`config.mk`:
```
export PLATFORM = sky130hd
export DESIGN_NAME = itx_exec
export DESIGN_NICKNAME = d
export VERILOG_FILES = /design/src/itx_pkg.sv /design/src/itx_exec.sv
export SDC_FILE = /design/constraint.sdc
export NUM_CORES = 1
export LEC_CHECK = 0
export BUFFER_PORTS_ARGS = -buffer_cell sky130_fd_sc_hd__buf_4
export CAP_MARGIN = 25
export CORE_MARGIN = 2
export CORE_UTILIZATION = 53
export CTS_CLUSTER_SIZE = 30
export DETAILED_ROUTE_END_ITERATION = 7
export GPL_TIMING_DRIVEN = 0
export PLACE_DENSITY = 0.94
export SLEW_MARGIN = 15
export SYNTH_ARGS = -nofsm -noshare
export SYNTH_HDL_FRONTEND = slang
export SYNTH_SLANG_ARGS = --single-unit
```
`constraint.sdc`:
```
create_clock -name ref_clk -period 3.41 [get_ports ref_clk]
set_input_delay 0.682 -clock ref_clk [delete_from_list [all_inputs] [get_ports ref_clk]]
set_output_delay 0.682 -clock ref_clk [all_outputs]
set_load 0.05 [all_outputs]
```
`src/itx_pkg.sv`:
```
// package for the interrupt and timer instruction executor
package itx_pkg;
	localparam int         NIB          = 4;
	localparam int         EXT0_EN_BIT  = 0;
	localparam int         T1_EN_BIT    = 2;
	localparam int         T2_EN_BIT    = 3;
	localparam int         POL_BIT      = 2;
	localparam logic [7:0] ADR_STATUS   = 8'h00;
	localparam logic [7:0] ADR_IRQCTL   = 8'h04;
	localparam logic [7:0] ADR_TMRCTL   = 8'h08;
	localparam logic [7:0] ADR_TIMER    = 8'h0C;
	localparam int         ST_GIE       = 0;
	localparam int         ST_EXT0      = 1;
	localparam int         ST_T1        = 2;
	localparam int         ST_T2        = 3;
	localparam int         ST_SKIP      = 4;
	localparam logic [3:0] RST_NIB      = 4'h0;
	localparam logic [7:0] RST_BYTE     = 8'h00;

	typedef enum logic [4:0] {
		no_op,
		global_irq_off_op,
		global_irq_on_op,
		skip_on_ext0_op,
		skip_on_pin_level_op,
		read_irq_ctl_first_op,
		write_irq_ctl_first_op,
		read_irq_ctl_second_op,
		write_irq_ctl_second_op,
		read_ext_irq_ctl_op,
		write_ext_irq_ctl_op,
		read_tmr_ctl_first_op,
		write_tmr_ctl_first_op,
		read_tmr_ctl_second_op,
		write_tmr_ctl_second_op,
		read_tmr_ctl_third_op,
		write_tmr_ctl_third_op,
		read_first_timer_op,
		write_first_timer_op,
		read_second_timer_op,
		write_second_timer_op,
		write_first_reload_op,
		skip_on_first_timer_op,
		skip_on_second_timer_op
	} itx_op_t;

	typedef struct packed {
		logic       valid;
		itx_op_t    op;
		logic [3:0] acc;
		logic [3:0] b;
	} itx_req_t;

	typedef struct packed {
		logic       done;
		logic       suppressed;
		logic       skip;
		logic       acc_we;
		logic [3:0] acc;
		logic       b_we;
		logic [3:0] b;
	} itx_rsp_t;

	typedef struct packed {
		logic       global_irq_enable;
		logic [3:0] irq_control_first;
		logic [3:0] irq_control_second;
		logic [3:0] ext_irq_control;
		logic [3:0] timer_control_first;
		logic [3:0] timer_control_second;
		logic [3:0] timer_control_third;
		logic [7:0] first_timer_count;
		logic [7:0] first_timer_reload;
		logic [7:0] second_timer_count;
		logic [7:0] second_timer_reload;
	} itx_ctl_t;

	typedef struct packed {
		itx_rsp_t    rsp;
		itx_ctl_t    ctl;
		logic        ext0_request_flag;
		logic        first_timer_request_flag;
		logic        second_timer_request_flag;
		logic        skip_pending;
		logic        wb_ack;
		logic [31:0] wb_dat;
	} itx_state_t;
endpackage

```
`src/itx_exec.sv`:
```
// instruction executor for interrupt control and timer transfers
`timescale 1ns/1ps
module itx_exec (
	input  wire logic            ref_clk,
	input  wire logic            rst,
	input  wire itx_pkg::itx_req_t req,
	output itx_pkg::itx_rsp_t    rsp,
	output itx_pkg::itx_ctl_t    ctl,
	output logic                 ext0_flag,
	output logic                 first_timer_flag,
	output logic                 second_timer_flag,
	input  wire logic            ext_pin,
	input  wire logic            ext0_evt,
	input  wire logic            first_timer_evt,
	input  wire logic            second_timer_evt,
	input  wire logic            wb_cyc_i,
	input  wire logic            wb_stb_i,
	input  wire logic            wb_we_i,
	input  wire logic [7:0]      wb_adr_i,
	input  wire logic [3:0]      wb_sel_i,
	input  wire logic [31:0]     wb_dat_i,
	output logic [31:0]          wb_dat_o,
	output logic                 wb_ack_o
);
	import itx_pkg::*;

	itx_state_t st;
	itx_state_t next_st;
	logic       bus_req;
	logic       bus_wr;
	logic       clr_ext0;
	logic       clr_t1;
	logic       clr_t2;
	logic [31:0] rd_word;

	assign rsp               = st.rsp;
	assign ctl               = st.ctl;
	assign ext0_flag         = st.ext0_request_flag;
	assign first_timer_flag  = st.first_timer_request_flag;
	assign second_timer_flag = st.second_timer_request_flag;
	assign wb_dat_o          = st.wb_dat;
	assign wb_ack_o          = st.wb_ack;
	assign bus_req           = wb_cyc_i && wb_stb_i;
	assign bus_wr            = bus_req && wb_we_i && st.wb_ack;

	// register read mux
	always_comb begin
		rd_word = 32'h0000_0000;
		case (wb_adr_i)
			ADR_STATUS: begin
				rd_word[ST_GIE]  = st.ctl.global_irq_enable;
				rd_word[ST_EXT0] = st.ext0_request_flag;
				rd_word[ST_T1]   = st.first_timer_request_flag;
				rd_word[ST_T2]   = st.second_timer_request_flag;
				rd_word[ST_SKIP] = st.skip_pending;
			end
			ADR_IRQCTL: rd_word[11:0] = {st.ctl.ext_irq_control, st.ctl.irq_control_second,
				st.ctl.irq_control_first};
			ADR_TMRCTL: rd_word[11:0] = {st.ctl.timer_control_third, st.ctl.timer_control_second,
				st.ctl.timer_control_first};
			ADR_TIMER: rd_word = {st.ctl.second_timer_reload, st.ctl.second_timer_count,
				st.ctl.first_timer_reload, st.ctl.first_timer_count};
			default: rd_word = 32'h0000_0000;
		endcase
	end

	always_comb begin
		next_st = st;
		clr_ext0 = 1'b0;
		clr_t1 = 1'b0;
		clr_t2 = 1'b0;
		next_st.rsp = '0;
		// bus slave: ack one cycle after request, write lands at the edge that ends the ack cycle
		next_st.wb_ack = bus_req && !st.wb_ack;
		if (bus_req && !st.wb_ack) begin
			next_st.wb_dat = rd_word;
		end
		if (bus_wr) begin
			case (wb_adr_i)
				ADR_STATUS: if (wb_sel_i[0]) begin
					next_st.ctl.global_irq_enable = wb_dat_i[ST_GIE];
					clr_ext0 = wb_dat_i[ST_EXT0];
					clr_t1 = wb_dat_i[ST_T1];
					clr_t2 = wb_dat_i[ST_T2];
				end
				ADR_IRQCTL: begin
					if (wb_sel_i[0]) begin
						next_st.ctl.irq_control_first = wb_dat_i[3:0];
						next_st.ctl.irq_control_second = wb_dat_i[7:4];
					end
					if (wb_sel_i[1]) begin
						next_st.ctl.ext_irq_control = wb_dat_i[11:8];
					end
				end
				ADR_TMRCTL: begin
					if (wb_sel_i[0]) begin
						next_st.ctl.timer_control_first = wb_dat_i[3:0];
						next_st.ctl.timer_control_second = wb_dat_i[7:4];
					end
					if (wb_sel_i[1]) begin
						next_st.ctl.timer_control_third = wb_dat_i[11:8];
					end
				end
				default: begin
				end
			endcase
		end
		// instruction execution, one response per request
		if (req.valid) begin
			next_st.rsp.done = 1'b1;
			if (st.skip_pending) begin
				next_st.rsp.suppressed = 1'b1;
				next_st.skip_pending = 1'b0;
			end else begin
				case (req.op)
					global_irq_off_op: next_st.ctl.global_irq_enable = 1'b0;
					global_irq_on_op: next_st.ctl.global_irq_enable = 1'b1;
					skip_on_ext0_op: begin
						if (!st.ctl.irq_control_first[EXT0_EN_BIT] && st.ext0_request_flag) begin
							next_st.rsp.skip = 1'b1;
							clr_ext0 = 1'b1;
						end
					end
					skip_on_pin_level_op: begin
						next_st.rsp.skip = (ext_pin == st.ctl.ext_irq_control[POL_BIT]);
					end
					read_irq_ctl_first_op: begin
						next_st.rsp.acc_we = 1'b1;
						next_st.rsp.acc = st.ctl.irq_control_first;
					end
					write_irq_ctl_first_op: next_st.ctl.irq_control_first = req.acc;
					read_irq_ctl_second_op: begin
						next_st.rsp.acc_we = 1'b1;
						next_st.rsp.acc = st.ctl.irq_control_second;
					end
					write_irq_ctl_second_op: next_st.ctl.irq_control_second = req.acc;
					read_ext_irq_ctl_op: begin
						next_st.rsp.acc_we = 1'b1;
						next_st.rsp.acc = st.ctl.ext_irq_control;
					end
					write_ext_irq_ctl_op: next_st.ctl.ext_irq_control = req.acc;
					read_tmr_ctl_first_op: begin
						next_st.rsp.acc_we = 1'b1;
						next_st.rsp.acc = st.ctl.timer_control_first;
					end
					write_tmr_ctl_first_op: next_st.ctl.timer_control_first = req.acc;
					read_tmr_ctl_second_op: begin
						next_st.rsp.acc_we = 1'b1;
						next_st.rsp.acc = st.ctl.timer_control_second;
					end
					write_tmr_ctl_second_op: next_st.ctl.timer_control_second = req.acc;
					read_tmr_ctl_third_op: begin
						next_st.rsp.acc_we = 1'b1;
						next_st.rsp.acc = st.ctl.timer_control_third;
					end
					write_tmr_ctl_third_op: next_st.ctl.timer_control_third = req.acc;
					read_first_timer_op: begin
						next_st.rsp.acc_we = 1'b1;
						next_st.rsp.b_we = 1'b1;
						next_st.rsp.b = st.ctl.first_timer_count[7:NIB];
						next_st.rsp.acc = st.ctl.first_timer_count[NIB-1:0];
					end
					write_first_timer_op: begin
						next_st.ctl.first_timer_count = {req.b, req.acc};
						next_st.ctl.first_timer_reload = {req.b, req.acc};
					end
					read_second_timer_op: begin
						next_st.rsp.acc_we = 1'b1;
						next_st.rsp.b_we = 1'b1;
						next_st.rsp.b = st.ctl.second_timer_count[7:NIB];
						next_st.rsp.acc = st.ctl.second_timer_count[NIB-1:0];
					end
					write_second_timer_op: begin
						next_st.ctl.second_timer_count = {req.b, req.acc};
						next_st.ctl.second_timer_reload = {req.b, req.acc};
					end
					write_first_reload_op: next_st.ctl.first_timer_reload = {req.b, req.acc};
					skip_on_first_timer_op: begin
						if (!st.ctl.irq_control_first[T1_EN_BIT] && st.first_timer_request_flag) begin
							next_st.rsp.skip = 1'b1;
							clr_t1 = 1'b1;
						end
					end
					skip_on_second_timer_op: begin
						if (!st.ctl.irq_control_first[T2_EN_BIT] && st.second_timer_request_flag) begin
							next_st.rsp.skip = 1'b1;
							clr_t2 = 1'b1;
						end
					end
					default: begin
					end
				endcase
				next_st.skip_pending = next_st.rsp.skip;
			end
		end
		// request flags: a new event wins over any clear
		next_st.ext0_request_flag = (st.ext0_request_flag && !clr_ext0) || ext0_evt;
		next_st.first_timer_request_flag = (st.first_timer_request_flag && !clr_t1) || first_timer_evt;
		next_st.second_timer_request_flag = (st.second_timer_request_flag && !clr_t2) || second_timer_evt;
	end

	always_ff @(posedge ref_clk) begin
		if (rst) begin
			st <= '0;
			st.ctl.irq_control_first <= RST_NIB;
			st.ctl.first_timer_count <= RST_BYTE;
		end else begin
			st <= next_st;
		end
	end

	logic go;
	assign go = req.valid && !st.skip_pending;
endmodule

```
After elaboration in Yosys (flattened, before gate mapping)
Cells that the tools add are included.
{"block": "classes", "eq_ne": 27, "n_mux": 53, "bitwise_logic": 2, "reduce_logical": 27}
{"op": "$mux 70", "n": 1}
{"op": "$mux 68", "n": 1}
{"op": "$eq 5x4->1 const B", "n": 8}
{"op": "$eq 5x5->1 const B", "n": 8}
{"op": "$pmux 5 s8", "n": 1}
{"op": "$mux 4", "n": 8}
{"op": "$mux 8", "n": 4}
{"op": "$mux 1", "n": 28}
{"op": "$mux 25", "n": 1}
{"op": "$mux 12", "n": 2}
{"op": "$pmux 7 s3", "n": 1}
{"op": "$eq 5x3->1 const B", "n": 4}
{"op": "$mux 20", "n": 1}
{"op": "$pmux 5 s4", "n": 1}
{"op": "$eq 8x4->1 const B", "n": 2}
{"op": "$mux 16", "n": 1}
{"op": "$eq 5x2->1 const B", "n": 2}
{"op": "$logic_and 1x1->1", "n": 10}
{"op": "$pmux 5 s2", "n": 1}
{"op": "$reduce_and 3->1", "n": 3}
{"op": "$eq 8x3->1 const B", "n": 1}
{"op": "$logic_not 8->1", "n": 1}
{"op": "$logic_not 1->1", "n": 7}
{"op": "$eq 5x1->1 const B", "n": 1}
{"op": "other kinds (7)", "n": 11}
{"block": "word_totals", "regBits": 99, "input_bits": 67, "output_inout_bits": 106, "word_cells": 132}

Logic depth before layout (Yosys ltp)
{"block": "depth", "ltp_word": 11, "mapped_depth": 7, "depth_no_buf": 4}

Least setup slack after synthesis
No wires, ideal clock.
{"block": "synth_path", "kind": "input port to flip-flop", "startpoint": "in wb_adr_i[1]", "endpoint": "reg ctl[56] (netlist name)", "setup_time_ns": 0.088, "t_arrival_ns": 1.886, "required_time_ns": 3.322, "setup_slack_ns": 1.435, "stages": 5, "path_buffers": 1, "cell_sequence": "nor4_4 > and4_1 > buf_6 > mux2_1 > a311oi_2"}
{"block": "synth_via", "elab_chain_len": 6}
{"element": "from (decl)", "line": "itx_exec.sv:19", "source": "input wire logic [7:0] wb_adr_i,"}
{"element": "$logic_not 8->1 (*)", "line": "itx_exec.sv:79", "source": "case (wb_adr_i)"}
{"element": "$mux 1 (*)", "line": "itx_exec.sv:79"}
{"element": "$mux 25 (*)", "line": "itx_exec.sv:78", "source": "if (bus_wr) begin"}
{"element": "$pmux 1 s2", "line": "itx_exec.sv:115", "source": "case (req.op)"}
{"element": "$mux 68", "line": "itx_exec.sv:111", "source": "if (st.skip_pending) begin"}
{"element": "$mux 70 (*)", "line": "itx_exec.sv:109", "source": "if (req.valid) begin"}
Mark *: on every way between the ends. The rest lies on a longest branch, timed or not.
A chain may end at the register's enable or synchronous reset.

Worst setup path after layout
{"block": "layout_path", "startpoint": "in wb_adr_i[2]", "endpoint": "reg st (netlist bit wb_dat_o[3])"}
{"block": "layout_via", "elab_chain_len": 2, "elab_cells_between_ends": 5, "cone_classes": "eq/ne (3); mux (1); reduce/logical (1)"}
{"element": "$eq 8x4->1 (tied with other cells)", "line": "itx_exec.sv:49", "source": "case (wb_adr_i)"}
{"element": "$pmux 5 s4 (*)", "line": "itx_exec.sv:49"}
{"element": "to (signal assigned)", "line": "itx_exec.sv:208", "source": "st <= next_st;"}
{"element": "to (decl)", "line": "itx_exec.sv:27", "source": "itx_state_t st;"}
Marks and branches as above.

==> impl_metrics.toml <==
[timing]
hold_viol_final = 0
slew_viol_final = 0
setup_violations = 0
max_clock_freq_mhz = 479
fin_hold_ws_ns = 0.526
min_period_ns = 2.09
min_period_over_period_pct = 61.3
fin_setup_tns_ns = 0
worst_pin_slew_ns = 0.755
fin_skew_ns = 0.0126
rsz0062_at_grt = "false"
fin_ws_ns = 1.32
slew_headroom_pct = 48.4

[route]
ant_nets = 0
routed_wl_um = 16600
drcViolationCount = 0
via_per_inst = 5.69
avgRoutedWirePerCell_um = 18.8
num_vias = 5013
drtPass1Iterations = 5
drt-initial-drc-count = 376

[finish]
finish.instance_area_mm2 = 0.00676
diodes = 0
drive_above_1_share_pct = 42.8
syn_to_final_growth_pct = 27.3
fin_util_pct = 69.5
nNetsFinal = 810

[placed_design]
dp_slack_ns = 0.993
placed_cell_area_mm2 = 0.00656
portBuffers = 144
dp_hpwl_um = 13200
routabilityCongestion = 0.924

[global_route]
grt_pass1_wl_um = 26000
antenna_found_initial = 0
overflow = 0
grt_max_degree = 20
grt_pass1_vias = 4820
globalRouteTotalUtil_pct = 30.1

[synth]
syn_nets = 655
syn_area_per_cell_um2 = 9.03
synth_seq_cells = 91
synth.most_common_cell = "buf_4"
ys_async_sr_fraction_pct = 0
yosys_warnings = 0
netlist_top_cells_count = "108 x buf_4, 91 x dfxtp_1, 75 x nor2_1"
synth.distinct_cells = 63
synth_largest_area_cell = "dfxtp_1"
yosysSeqAreaShare_pct = 34.3
synth_edf_count = 0
synth-main-ff-cell = "dfxtp_1"
synth_area_mm2 = 0.00531
synthTopCellsByArea = "dfxtp_1 34%, buf_4 15%, mux2i_1 7.2%, nor2_1 5.3%, nand3_1 2.9%"
synthCells = 588
netlist.area_leader.share_pct = 34.3

[setup_path]
critical_path_class = "input pin to flip-flop"
timing.rr.end = "ctl[7]"
worstPathArrival_ns = 2.32
ff2ff_setup_slack_ns = 1.59
path_max_fanout = 10
rr_worst_depth = 5
crit_path_end_kind = "flip-flop"
cp-start-kind = "input pin"
crit_required_ns = 3.64
reg2reg_from = "st[33]"

[floorplanning]
die_x_um = 104
ios = 173
core-area_mm2 = 0.00973
start_util_pct = 54.6
rows = 36
dieArea_mm2 = 0.0108
die_h_um = 104

[worst_hold_path]
hp-class = "flip-flop to flip-flop"
holdCritStartpoint = "wb_dat_o[2]"
hold_depth = 2
min_to = "wb_dat_o[2]"

[clock_network]
clockBufferDepth = 2
cts_tree = "built"
ctsHoldBuffers = 0
clock-sinks = 91
numCtsBuffers = 9
h-tree-depth = 3
cts_resized = 0
cts_root_buf = "clkbuf_8"
clock_latency_ns = 0.36
cts_setup_buffers = 0
path_clk_slew_ns = 0.10

[run_status]
status = "completed"

[pwr]
p_leak_nw = 3.21
power_density_mw_per_mm2 = 312
vdd_drop_max_uv = 216

[flow_run]
maxCapViolCount = 0
[cell families (layout without fill, tap and decap cells)]
family / count (synthesis) / count (layout) / synth area share [%]
xor gates and xnor gates: 1 / 1 / 0.165
AOI/OAI and AO/OA: 111 / 111 / 15.5
DFF: 91 / 91 / 34.3
muxes: 52 / 52 / 10.8
and+or+nand+nor: 187 / 187 / 19.7
buffers and inverters: 146 / 306 / 19.6
[power by group]
part / internal (W) / switching, W / total (W) / leakage, nW
combinational: 0.000110 / 0.000179 / 0.000289 / 2.37
sequential: 0.00107 / 0.0000141 / 0.00109 / 0.735
clock: 0.000293 / 0.000440 / 0.000733 / 0.103
total: 0.00148 / 0.000633 / 0.00211 / 3.21
[metrics by stage]
stage,std cells,total power (W)
finish,881,0.00211
global route,881,0.00218
CTS,881,0.00210
detailed placement,865,0.00140
global placement,865,0.00139
floorplan,588,0.00128
[sequential cells by signal (all words and copies together), names as in the netlist]
signal	count
st	1
first_timer_flag	1
wb_ack_o	1
rsp	13
wb_dat_o	24
ctl	49
ext0_flag	1
second_timer_flag	1
[critical path, stage by stage]
cell       delay (ns)
buf_4            0.09
buf_6            0.15
buf_2            0.28
mux2i_1          0.28
nor2_1           0.06
a2111oi_0        0.67
nor3_1           0.10
[final cells by class]
| type | instances | area [um^2] |
|---|---|---|
| clock buffer | 9 | 124 |
| tap | 133 | 166 |
| buffer | 142 | 1030 |
| multi-input combinational | 351 | 2450 |
| sequential | 91 | 1820 |
| inverter | 4 | 15.0 |
| timing repair buffer | 144 | 1080 |
| fill | 766 | 2970 |
| clock inverter | 7 | 81.3 |
[worst max path at each step]
stage / start / endpoint / cells past startpoint
6_report: wb_adr_i[2] / wb_dat_o[3] / 7
2_1_floorplan: wb_adr_i[1] / ctl[56] / 5
3_3_place_gp: wb_adr_i[2] / wb_dat_o[2] / 7
5_1_grt: wb_adr_i[2] / wb_dat_o[2] / 7
3_5_place_dp: wb_adr_i[2] / wb_dat_o[2] / 7
4_1_cts: wb_adr_i[2] / wb_dat_o[2] / 7
[cells in the final DEF, fill, tap and decap left out, types with 3 or more instances in the layout]
cell / n
and4_1: 3
clkbuf_1: 12
a31oi_1: 3
a22o_1: 9
o21ba_2: 3
o21ai_0: 15
a21oi_1: 18
dfxtp_1: 91
nor2b_1: 6
buf_4: 252
a211oi_1: 13
nand2b_1: 6
a22oi_1: 19
and3b_1: 3
and3_1: 5
nand2_1: 19
nor3b_1: 5
nand4_1: 5
mux2_2: 10
inv_1: 4
buf_6: 6
nor2_1: 75
nand3_1: 31
nand3b_1: 6
mux2i_1: 38
clkbuf_8: 11
mux4_2: 3
a2111oi_0: 3
buf_2: 9
a311oi_1: 13
nor3_1: 4
[per-layer routing]
metal / share of wire (%) / wire (um) / track usage (%) / vias up
met1: 41 / 6720 / 38.4 / 2334
li1: - / - / - / 2316
met2: 48 / 7950 / 49.9 / 309
met5: 0 / 0 / 0 / -
met4: 3.7 / 622 / 15.5 / 0
met3: 7.8 / 1290 / 3.95 / 54
(Power assumes the default switching activity.)
